`config.mk`:
```
export PLATFORM = sky130hd
export DESIGN_NAME = lec_line_exposure
export DESIGN_NICKNAME = d
export VERILOG_FILES = /design/src/lec_pkg.sv /design/src/lec_tick_div.sv /design/src/lec_line_exposure.sv
export VERILOG_INCLUDE_DIRS = /design/src
export SDC_FILE = /design/constraint.sdc
export NUM_CORES = 2
export LEC_CHECK = 0
export BUFFER_PORTS_ARGS = -buffer_cell sky130_fd_sc_hd__buf_4
export CAP_MARGIN = 20
export CORE_MARGIN = 10
export CORE_UTILIZATION = 64
export DETAILED_ROUTE_END_ITERATION = 16
export GPL_TIMING_DRIVEN = 0
export PLACE_DENSITY = 0.92
export SLEW_MARGIN = 20
export SYNTH_ARGS = -nofsm -noshare
export SYNTH_HDL_FRONTEND = slang
export SYNTH_SLANG_ARGS = --single-unit
```
`constraint.sdc`:
```
create_clock -name clock -period 193.2 [get_ports clock]
set_input_delay 57.96 -clock clock [delete_from_list [all_inputs] [get_ports clock]]
set_output_delay 57.96 -clock clock [all_outputs]
set_load 0.01 [all_outputs]
```
`src/lec_params.svh`:
```
// Register map, field positions, reset values and timing constants of the exposure controller.
`ifndef LEC_PARAMS_SVH
`define LEC_PARAMS_SVH

`define LEC_ADDR_CTRL 8'h00
`define LEC_ADDR_RAW 8'h04
`define LEC_ADDR_BASE 8'h08
`define LEC_ADDR_ABS 8'h0c
`define LEC_ADDR_PERIOD 8'h10
`define LEC_ADDR_LINES 8'h14
`define LEC_ADDR_CMD 8'h18
`define LEC_ADDR_STATUS 8'h1c

`define LEC_CTRL_LINE_TRIG 0
`define LEC_CTRL_MODE_LO 1
`define LEC_CTRL_MODE_HI 2
`define LEC_CTRL_FALLING 3
`define LEC_CTRL_ACQ_TRIG 4
`define LEC_CTRL_FRAME_TRIG 5
`define LEC_CTRL_RATE_EN 6
`define LEC_CTRL_SINGLE 7

`define LEC_CMD_START 0
`define LEC_CMD_STOP 1

`define LEC_RST_CTRL 8'h00
`define LEC_RST_RAW 12'h064
`define LEC_RST_BASE 16'h000a
`define LEC_RST_PERIOD 32'h0000_30d4
`define LEC_RST_LINES 16'h0400

`define LEC_RAW_MIN 12'h001
`define LEC_RAW_MAX 12'hfff

`define LEC_RESP_OKAY 2'h0
`define LEC_RESP_SLVERR 2'h2

`define LEC_CLK_MHZ 125
`define LEC_TENTHS_PER_US 10
`define LEC_TICK_INC 8'(`LEC_TENTHS_PER_US)
`define LEC_TICK_MOD 8'(`LEC_CLK_MHZ)

`define LEC_EXP_MIN_TENTHS 13
`define LEC_EXP_MAX_US 10000
`define LEC_EXP_MAX_TENTHS (`LEC_EXP_MAX_US * `LEC_TENTHS_PER_US)

`endif

```
`src/lec_pkg.sv`:
```
// Types shared by the exposure controller modules.
`default_nettype none
package lec_pkg;

  typedef enum logic [1:0] {
    LEC_ACQ_IDLE = 2'b00,
    LEC_ACQ_WAIT_START = 2'b01,
    LEC_ACQ_WAIT_FRAME = 2'b10,
    LEC_ACQ_LINES = 2'b11
  } lec_acq_state_t;

  typedef enum logic [1:0] {
    LEC_EXP_TIMED = 2'b00,
    LEC_EXP_WIDTH = 2'b01,
    LEC_EXP_OFF = 2'b10,
    LEC_EXP_RSVD = 2'b11
  } lec_exp_mode_t;

endpackage : lec_pkg

`default_nettype wire

```
`src/lec_tick_div.sv`:
```
// Fractional divider that emits one pulse per tenth of a microsecond.
`timescale 1ns/1ps
`default_nettype none

module lec_tick_div
  import lec_pkg::*;
#(
  parameter logic [7:0] INC = 8'h0a,
  parameter logic [7:0] MOD = 8'h7d
)
(
  // Clock and reset
  input wire logic clock,
  input wire logic arst_n,
  // Tick output
  output logic tick
);

  // The clock period is not a whole fraction of 0.1 us, so ticks alternate
  // between 12 and 13 cycles and average out exactly.
  logic [7:0] acc_q;
  logic tick_q;
  wire [8:0] sum = {1'b0, acc_q} + {1'b0, INC};
  wire wrap = sum >= {1'b0, MOD};
  wire [8:0] diff = sum - {1'b0, MOD};
  wire [7:0] acc_d = wrap ? diff[7:0] : sum[7:0];

  always_ff @(posedge clock or negedge arst_n)
  begin
    if (!arst_n)
    begin
      acc_q <= 8'h00;
      tick_q <= 1'b0;
    end
    else
    begin
      acc_q <= acc_d;
      tick_q <= wrap;
    end
  end

  assign tick = tick_q;

endmodule : lec_tick_div

`default_nettype wire

```
`src/lec_line_exposure.sv`:
```
// Line exposure controller with AXI4-Lite registers and free-run acquisition sequencing.
//
// The AXI4-Lite interface to the registers and the register addresses were decided locally.
`timescale 1ns/1ps
`default_nettype none
`include "lec_params.svh"

// Functional notes
// - Raw exposure length is the multiplier times the time base.
// - Multiplier writes outside 1 to 4095 are not taken.
// - The time base resets to 1.0 us and is set in 0.1 us steps.
// - The absolute exposure is given in 0.1 us units, whatever the time base.
// - An absolute value off the time-base grid is rounded to the nearest multiple.
// - The absolute value read back always follows the current multiplier and base.
// - Parameter-timed exposure is clamped between the minimum and 10000 us.
// - In width and off modes the trigger sets exposure, with a minimum and no maximum.
// - With all triggers disabled the block makes its own triggers and runs free.
// - Free-run lines are paced by the line period, or run flat out when it is disabled.
// - In single-frame mode each start command yields exactly one frame.
// - Width exposure runs from the active trigger edge to the opposite edge.
module lec_line_exposure
  import lec_pkg::*;
(
  // Clock and reset
  input wire logic clock,
  input wire logic arst_n,
  // AXI4-Lite write address and data
  input wire logic [7:0] s_axi_awaddr,
  input wire logic s_axi_awvalid,
  output logic s_axi_awready,
  input wire logic [31:0] s_axi_wdata,
  input wire logic [3:0] s_axi_wstrb,
  input wire logic s_axi_wvalid,
  output logic s_axi_wready,
  // AXI4-Lite write response
  output logic [1:0] s_axi_bresp,
  output logic s_axi_bvalid,
  input wire logic s_axi_bready,
  // AXI4-Lite read
  input wire logic [7:0] s_axi_araddr,
  input wire logic s_axi_arvalid,
  output logic s_axi_arready,
  output logic [31:0] s_axi_rdata,
  output logic [1:0] s_axi_rresp,
  output logic s_axi_rvalid,
  input wire logic s_axi_rready,
  // Trigger inputs
  input wire logic acq_trig,
  input wire logic frame_trig,
  input wire logic line_trig,
  // Acquisition outputs
  output logic exposure,
  output logic line_start,
  output logic frame_done,
  output logic acq_active
);

  localparam logic [27:0] EXP_MIN = 28'(`LEC_EXP_MIN_TENTHS);
  localparam logic [27:0] EXP_MAX = 28'(`LEC_EXP_MAX_TENTHS);

  // Register state.
  logic [7:0] ctrl_q;
  logic [11:0] raw_q;
  logic [15:0] base_q;
  logic [31:0] period_q;
  logic [15:0] lines_q;

  // Bus state.
  logic awready_q, wready_q, bvalid_q, arready_q, rvalid_q;
  logic aw_got_q, w_got_q;
  logic [7:0] awaddr_q;
  logic [31:0] wdata_q;
  logic [3:0] wstrb_q;
  logic [1:0] bresp_q, rresp_q;
  logic [31:0] rdata_q;

  // Sequencer and exposure state.
  lec_acq_state_t acq_q, acq_d;
  logic exposing_q;
  logic [27:0] elapsed_q;
  logic [31:0] period_cnt_q;
  logic [15:0] line_cnt_q;
  logic line_prev_q, acq_prev_q, frame_prev_q;
  logic start_cmd_q, stop_cmd_q;
  logic line_start_q, frame_done_q;
  logic acq_active_q;
  logic tick;

  lec_tick_div #(
    .INC(`LEC_TICK_INC),
    .MOD(`LEC_TICK_MOD)
  ) u_tick (
    .clock(clock),
    .arst_n(arst_n),
    .tick(tick)
  );

  // Exposure length from the raw settings, in tenths of a microsecond.
  wire [27:0] exp_prod = {16'h0000, raw_q} * {12'h000, base_q};
  wire [31:0] abs_word = {4'h0, exp_prod};
  wire [31:0] status_word = {line_cnt_q, 13'h0000, acq_q, exposing_q};

  function automatic logic [31:0] reg_word(input logic [7:0] a, input logic [31:0] ab,
                                           input logic [31:0] st, input logic [7:0] c,
                                           input logic [11:0] r, input logic [15:0] b,
                                           input logic [31:0] p, input logic [15:0] l);
    logic [31:0] v;
    v = 32'h0000_0000;
    unique case (a)
      `LEC_ADDR_CTRL: v = {24'h00_0000, c};
      `LEC_ADDR_RAW: v = {20'h0_0000, r};
      `LEC_ADDR_BASE: v = {16'h0000, b};
      `LEC_ADDR_ABS: v = ab;
      `LEC_ADDR_PERIOD: v = p;
      `LEC_ADDR_LINES: v = {16'h0000, l};
      `LEC_ADDR_STATUS: v = st;
      default: v = 32'h0000_0000;
    endcase
    return v;
  endfunction : reg_word

  function automatic logic mapped(input logic [7:0] a);
    return (a[1:0] == 2'h0) && (a <= `LEC_ADDR_STATUS);
  endfunction : mapped

  // Write decode: merge the byte lanes into the current word.
  wire wr_fire = aw_got_q & w_got_q & ~bvalid_q;
  wire wr_ok = mapped(awaddr_q);
  wire [31:0] wmask = {{8{wstrb_q[3]}}, {8{wstrb_q[2]}}, {8{wstrb_q[1]}}, {8{wstrb_q[0]}}};
  wire [31:0] wr_old = reg_word(awaddr_q, abs_word, status_word, ctrl_q, raw_q, base_q,
                                period_q, lines_q);
  wire [31:0] wv = (wr_old & ~wmask) | (wdata_q & wmask);
  wire wr_en = wr_fire & wr_ok;
  wire we_ctrl = wr_en & (awaddr_q == `LEC_ADDR_CTRL);
  wire we_raw = wr_en & (awaddr_q == `LEC_ADDR_RAW);
  wire we_base = wr_en & (awaddr_q == `LEC_ADDR_BASE);
  wire we_abs = wr_en & (awaddr_q == `LEC_ADDR_ABS);
  wire we_period = wr_en & (awaddr_q == `LEC_ADDR_PERIOD);
  wire we_lines = wr_en & (awaddr_q == `LEC_ADDR_LINES);
  wire we_cmd = wr_en & (awaddr_q == `LEC_ADDR_CMD);
  wire raw_legal = (wv[31:12] == 20'h0_0000) && (wv[11:0] >= `LEC_RAW_MIN);
  wire base_legal = (wv[31:16] == 16'h0000) && (wv[15:0] != 16'h0000);

  // Absolute writes are rounded to the nearest whole number of time-base steps.
  // The divider is combinational; it sits only on the register write path.
  wire [32:0] abs_num = {1'b0, wv} + {18'h0_0000, base_q[15:1]};
  wire [32:0] abs_quot = abs_num / {17'h0_0000, base_q};
  wire [11:0] abs_raw = (abs_quot == 33'h0_0000_0000) ? `LEC_RAW_MIN :
                        (abs_quot > {21'h00_0000, `LEC_RAW_MAX}) ? `LEC_RAW_MAX :
                        abs_quot[11:0];

  wire [31:0] rd_word = reg_word(s_axi_araddr, abs_word, status_word, ctrl_q, raw_q, base_q,
                                 period_q, lines_q);

  always_ff @(posedge clock or negedge arst_n)
  begin
    if (!arst_n)
    begin
      awready_q <= 1'b1;
      wready_q <= 1'b1;
      aw_got_q <= 1'b0;
      w_got_q <= 1'b0;
      awaddr_q <= 8'h00;
      wdata_q <= 32'h0000_0000;
      wstrb_q <= 4'h0;
      bvalid_q <= 1'b0;
      bresp_q <= `LEC_RESP_OKAY;
    end
    else
    begin
      if (s_axi_awvalid && awready_q)
      begin
        awaddr_q <= s_axi_awaddr;
        aw_got_q <= 1'b1;
        awready_q <= 1'b0;
      end
      if (s_axi_wvalid && wready_q)
      begin
        wdata_q <= s_axi_wdata;
        wstrb_q <= s_axi_wstrb;
        w_got_q <= 1'b1;
        wready_q <= 1'b0;
      end
      if (wr_fire)
      begin
        aw_got_q <= 1'b0;
        w_got_q <= 1'b0;
        bvalid_q <= 1'b1;
        bresp_q <= wr_ok ? `LEC_RESP_OKAY : `LEC_RESP_SLVERR;
      end
      if (bvalid_q && s_axi_bready)
      begin
        bvalid_q <= 1'b0;
        awready_q <= 1'b1;
        wready_q <= 1'b1;
      end
    end
  end

  always_ff @(posedge clock or negedge arst_n)
  begin
    if (!arst_n)
    begin
      arready_q <= 1'b1;
      rvalid_q <= 1'b0;
      rdata_q <= 32'h0000_0000;
      rresp_q <= `LEC_RESP_OKAY;
    end
    else if (s_axi_arvalid && arready_q)
    begin
      arready_q <= 1'b0;
      rvalid_q <= 1'b1;
      rdata_q <= rd_word;
      rresp_q <= mapped(s_axi_araddr) ? `LEC_RESP_OKAY : `LEC_RESP_SLVERR;
    end
    else if (rvalid_q && s_axi_rready)
    begin
      rvalid_q <= 1'b0;
      arready_q <= 1'b1;
    end
  end

  always_ff @(posedge clock or negedge arst_n)
  begin
    if (!arst_n)
    begin
      ctrl_q <= `LEC_RST_CTRL;
      raw_q <= `LEC_RST_RAW;
      base_q <= `LEC_RST_BASE;
      period_q <= `LEC_RST_PERIOD;
      lines_q <= `LEC_RST_LINES;
      start_cmd_q <= 1'b0;
      stop_cmd_q <= 1'b0;
    end
    else
    begin
      if (we_ctrl)
        ctrl_q <= wv[7:0];
      if (we_raw && raw_legal)
        raw_q <= wv[11:0];
      else if (we_abs)
        raw_q <= abs_raw;
      if (we_base && base_legal)
        base_q <= wv[15:0];
      if (we_period)
        period_q <= wv;
      if (we_lines && (wv[15:0] != 16'h0000))
        lines_q <= wv[15:0];
      start_cmd_q <= we_cmd & wv[`LEC_CMD_START];
      stop_cmd_q <= we_cmd & wv[`LEC_CMD_STOP];
    end
  end

  // Control fields.
  wire line_trig_en = ctrl_q[`LEC_CTRL_LINE_TRIG];
  wire falling = ctrl_q[`LEC_CTRL_FALLING];
  wire acq_trig_en = ctrl_q[`LEC_CTRL_ACQ_TRIG];
  wire frame_trig_en = ctrl_q[`LEC_CTRL_FRAME_TRIG];
  wire rate_en = ctrl_q[`LEC_CTRL_RATE_EN];
  wire single = ctrl_q[`LEC_CTRL_SINGLE];
  wire [1:0] mode_bits = ctrl_q[`LEC_CTRL_MODE_HI:`LEC_CTRL_MODE_LO];
  // Without a line trigger the parameters always time exposure.
  wire lec_exp_mode_t mode = !line_trig_en ? LEC_EXP_TIMED : lec_exp_mode_t'(mode_bits);
  wire mode_width = (mode == LEC_EXP_WIDTH);
  wire mode_off = (mode == LEC_EXP_OFF);
  wire mode_timed = !mode_width && !mode_off;

  // A product below the minimum is lifted to it; software must still avoid it.
  wire [27:0] target = (exp_prod < EXP_MIN) ? EXP_MIN :
                       (exp_prod > EXP_MAX) ? EXP_MAX : exp_prod;

  // Trigger edges, with the activation polarity folded into the line trigger.
  wire trig_act = line_trig ^ falling;
  wire trig_act_prev = line_prev_q ^ falling;
  wire act_edge = trig_act & ~trig_act_prev;
  wire acq_rise = acq_trig & ~acq_prev_q;
  wire frame_rise = frame_trig & ~frame_prev_q;

  wire min_met = elapsed_q >= EXP_MIN;
  wire end_timed = mode_timed & (elapsed_q >= target);
  wire end_width = mode_width & ~trig_act & min_met;
  wire end_off = mode_off & act_edge & min_met;
  wire exp_end = exposing_q & (end_timed | end_width | end_off);

  wire in_lines = (acq_q == LEC_ACQ_LINES);
  wire lines_left = line_cnt_q != lines_q;
  wire last_line = line_cnt_q == lines_q;
  wire rate_ok = !rate_en || (period_cnt_q >= period_q);
  wire int_go = !line_trig_en & ~exposing_q & rate_ok;
  // In off mode the edge that ends one line also opens the next.
  wire ext_go = line_trig_en & act_edge & (~exposing_q | end_off);
  wire line_go = in_lines & lines_left & (int_go | ext_go);
  wire frame_end = in_lines & exp_end & last_line;

  always_comb
  begin
    acq_d = acq_q;
    unique case (acq_q)
      LEC_ACQ_IDLE:
        if (start_cmd_q)
          acq_d = LEC_ACQ_WAIT_START;
      LEC_ACQ_WAIT_START:
        if (!acq_trig_en || acq_rise)
          acq_d = LEC_ACQ_WAIT_FRAME;
      LEC_ACQ_WAIT_FRAME:
        if (!frame_trig_en || frame_rise)
          acq_d = LEC_ACQ_LINES;
      LEC_ACQ_LINES:
        if (frame_end)
          acq_d = single ? LEC_ACQ_IDLE : LEC_ACQ_WAIT_FRAME;
    endcase
    if (stop_cmd_q)
      acq_d = LEC_ACQ_IDLE;
  end

  wire frame_open = (acq_q == LEC_ACQ_WAIT_FRAME) && (acq_d == LEC_ACQ_LINES);
  wire [27:0] elapsed_inc = elapsed_q + 28'h000_0001;
  wire [31:0] period_inc = period_cnt_q + 32'h0000_0001;
  wire [15:0] line_inc = line_cnt_q + 16'h0001;

  always_ff @(posedge clock or negedge arst_n)
  begin
    if (!arst_n)
    begin
      acq_q <= LEC_ACQ_IDLE;
      exposing_q <= 1'b0;
      elapsed_q <= 28'h000_0000;
      period_cnt_q <= 32'h0000_0000;
      line_cnt_q <= 16'h0000;
      line_prev_q <= 1'b0;
      acq_prev_q <= 1'b0;
      frame_prev_q <= 1'b0;
      line_start_q <= 1'b0;
      frame_done_q <= 1'b0;
      acq_active_q <= 1'b0;
    end
    else
    begin
      acq_q <= acq_d;
      acq_active_q <= (acq_d != LEC_ACQ_IDLE);
      line_prev_q <= line_trig;
      acq_prev_q <= acq_trig;
      frame_prev_q <= frame_trig;
      line_start_q <= line_go;
      frame_done_q <= frame_end;
      if (line_go)
      begin
        exposing_q <= 1'b1;
        elapsed_q <= 28'h000_0000;
      end
      else if (exp_end)
        exposing_q <= 1'b0;
      else if (exposing_q && tick && (elapsed_q != 28'hfff_ffff))
        elapsed_q <= elapsed_inc;
      if (line_go)
        period_cnt_q <= 32'h0000_0001;
      else if (period_cnt_q != 32'hffff_ffff)
        period_cnt_q <= period_inc;
      if (frame_open)
        line_cnt_q <= 16'h0000;
      else if (line_go)
        line_cnt_q <= line_inc;
    end
  end

  assign s_axi_awready = awready_q;
  assign s_axi_wready = wready_q;
  assign s_axi_bvalid = bvalid_q;
  assign s_axi_bresp = bresp_q;
  assign s_axi_arready = arready_q;
  assign s_axi_rvalid = rvalid_q;
  assign s_axi_rdata = rdata_q;
  assign s_axi_rresp = rresp_q;
  assign exposure = exposing_q;
  assign line_start = line_start_q;
  assign frame_done = frame_done_q;
  assign acq_active = acq_active_q;

endmodule : lec_line_exposure

`default_nettype wire

```
==> results.yml <==
timing:
  setup_violations: 0
  final.min_clock_period_ns: 130.84
  fin_worst_skew_ns: 0.0192
  setup_tns_ns: 0
  finalHoldViolations: 0
  fin_crit_sh_pct: 67.7
  rsz0062_at_grt: "false"
  slew_violations: 0
  worst_pin_slew_ns: 1.32
  fmax_mhz: 7.64
  maxSlewHeadroom_pct: 11.5
setup_path:
  cpPeakStageDelay_ns: 0.85
  critPathKind: "register to register"
  cp_top_family: "compound AO/OA/AOI/OAI gates"
  r2r_start: "raw_q[5]$_DFFE_PN1P_"
  worstRegToRegCells: 547
  cp.arrival_ns: 131.29
  cp_max_fo: 10
  worstReg2RegEnd: "raw_q[0]$_DFFE_PN0P_"
  crit_required_ns: 193.65
  setup.worst_path.start_class: "register"
  cp_num_buf_inv: 78
  end_kind: "register"
  cpMostUsedCell: "o21a_1"
  crit_path_top_delay_cell: "a2111oi_0"
  r2r_slack_ns: 62.36
logic_synthesis:
  synth_compound_area_share_pct: 24.8
  yosys-mux-area-fraction_pct: 5.18
  synthCells: 5879
  synth_edf_count: 0
  synth_area_leader_cell: "ha_1"
  synth_top_family_by_area: "compound AO/OA/AOI/OAI gates"
  ys_seq_area_share_pct: 14.5
  ys_warn_count: 0
  syn-cell-area_sq_um: 45800
  synth_xor_area_share_pct: 5.94
  ys.flop_type: "dfrtp_1"
  synth_area_leaders: "ha_1 (15%), dfrtp_1 (14%), fa_1 (6.2%), nand2_1 (5.1%), nor2_1 (4.2%)"
  syn_avg_cell_area_sq_um: 7.80
  synth_top_area_share_pct: 15.4
  synthArstFlopShare_pct: 100
  netlist-cell-type-count: 121
  ys_ff_latch: 265
  synth_fa_ha_area_share_pct: 21.6
  synthSimpleGateAreaFrac_pct: 23.2
floorplanning:
  num_io_pins: 107
  die_area_sq_um: 82700
  die_h_um: 288
  dieWidth_um: 288
  rows: 98
  core_sq_um: 71200
  floorplan.initialDensity_pct: 64.3
hold_path:
  min-delay-start: "s_axi_rdata[6]$_DFFE_PN0P_"
  hold_class: "register to register"
  min_path_cells: 2
  min_to: "s_axi_rdata[6]$_DFFE_PN0P_"
clock_network:
  ctsHoldBuffers: 0
  cts_resized: 0
  cts_root_buf: "clkbuf_16"
  postCtsSetupRepairBufs: 0
  cts_made_buffers: 29
  clock-sinks: 265
  htreeDepth: 1
  cts_tree: "built"
  clk_latency_ns: 0.60
  cts_buffer_depth: 3
  cts.clk_slew.worst_paths_ns: 0.06
routing:
  firstDrtPassIters: 13
  finalWirelength_mm: 153
  wl_per_cell_um: 21.9
  num_vias: 48100
  route.detailed.drc: 0
  post_drt_via_cell_ratio: 6.86
  drt_iter0_markers: 5332
  postRouteAntennaNets: 0
cells_and_area:
  final_cell_mix: "nand2_1 (620), ha_1 (563), nor2_1 (508)"
  final_cell_area_sq_um: 49000
  area_growth_pct: 7.00
  nets: 6803
  n_fill_cell: 5817
  drive_gt1_share_pct: 8.04
  layout_commonest_cell: "nand2_1"
grt:
  antenna_found_initial: 1
  grt_max_degree: 98
  track_usage_pct: 35.7
  grt_pass1_vias: 46400
  grt_pass1_wl_mm: 243
  overflow: 0
status:
  outcome: "completed"
place:
  port-buffer-count: 102
  dp_hpwl_mm: 123
  placed_cell_area_sq_um: 48100
  gp_congestion: 1.04
job:
  drv_cap: 0
==> metal layers <==
| metal | GRT usage, % | share of wire [%] |
|---|---|---|
| met2 | 58.3 | 45 |
| met3 | 7.55 | 11 |
| met5 | 0 | 0 |
| met4 | 18.9 | 5.9 |
| met1 | 43.7 | 38 |
==> sequential cells by signal (all words and copies together) (netlist names), 2 cells and up <==
| signal | flops |
|---|---|
| period_cnt_q | 32 |
| period_q | 32 |
| s_axi_rdata | 32 |
| wdata_q | 32 |
| elapsed_q | 28 |
| base_q | 16 |
| line_cnt_q | 16 |
| lines_q | 16 |
| raw_q | 12 |
| awaddr_q | 8 |
| ctrl_q | 8 |
| u_tick.acc_q | 8 |
| wstrb_q | 4 |
| acq_q | 2 |
==> layout make-up <==
class | instances | area (sq um) | area share, %
Inverter | 348 | 1310 | 2.66
Clock buffer | 37 | 766 | 1.56
Clock inverter | 16 | 160 | 0.327
Multi-Input combinational cell | 5053 | 37000 | 75.5
Buffer | 224 | 903 | 1.84
Timing Repair Buffer | 116 | 1020 | 2.07
Sequential cell | 265 | 6650 | 13.6
Antenna cell | 1 | 2.50 | 0.00510
Tap cell | 950 | 1190 | 2.42
==> tightest hold or removal path, cell delays in order (launching register included) <==
cell and delay, ns:
dfrtp_1 0.34, nand2_1 0.05, o21ai_0 0.07
==> cells by family (layout without fill, tap and decap cells) <==
kind of cell	after synthesis	after routing
AND/OR/NAND/NOR	2173	2173
AO/OA/AOI/OAI	1636	1636
XOR/XNOR	311	311
multiplexers	215	215
adder cells (fa/ha/maj)	705	705
other	2	14
buffers and inverters	572	741
flip-flops	265	265
==> cell usage after synthesis, types with 42 or more instances <==
master      n
a31oi_1    46
xor2_1    145
nor4_1     51
nand2_1   620
xnor2_1   166
nand4_1    88
a21oi_1   301
fa_1      141
clkbuf_1  186
mux2i_1    53
inv_1     347
a21o_1    141
nor2_1    508
a22oi_1    42
nand3_1   131
o31ai_1   158
nor3_1    288
or3_1      43
and2_1    115
ha_1      563
nor2b_1    58
mux2_2    157
o21ai_0   263
o21a_1    240
o211ai_1   44
and3_1     55
dfrtp_1   250
nand2b_1   60
==> how the worst max path moves through the flow <==
stage / depth (start not counted) / slack [ns] / end / start
2_1_floorplan: 537 / 86.87 / raw_q[0]$_DFFE_PN0P_ / raw_q[5]$_DFFE_PN1P_
3_3_place_gp: 548 / 67.80 / raw_q[0]$_DFFE_PN0P_ / raw_q[5]$_DFFE_PN1P_
3_5_place_dp: 549 / 66.31 / raw_q[0]$_DFFE_PN0P_ / raw_q[5]$_DFFE_PN1P_
4_1_cts: 549 / 65.85 / raw_q[0]$_DFFE_PN0P_ / raw_q[5]$_DFFE_PN1P_
5_1_grt: 551 / 53.77 / raw_q[0]$_DFFE_PN0P_ / base_q[4]$_DFFE_PN0P_
6_report: 547 / 62.36 / raw_q[0]$_DFFE_PN0P_ / raw_q[5]$_DFFE_PN1P_
==> stage by stage <==
stage	worst slack (ns)	hold slack (ns)	cells	util (%)
floorplan	86.87	0.444	5890	-
global placement	67.80	0.464	6942	67.1
detailed placement	66.31	0.479	6954	67.5
CTS	65.85	0.491	7007	68.8
global route	53.77	0.509	7009	68.8
finish	62.36	0.493	7010	68.8
Power is not shown: default switching activity piles up to over one toggle a cycle in this logic, so the estimate is an artifact.
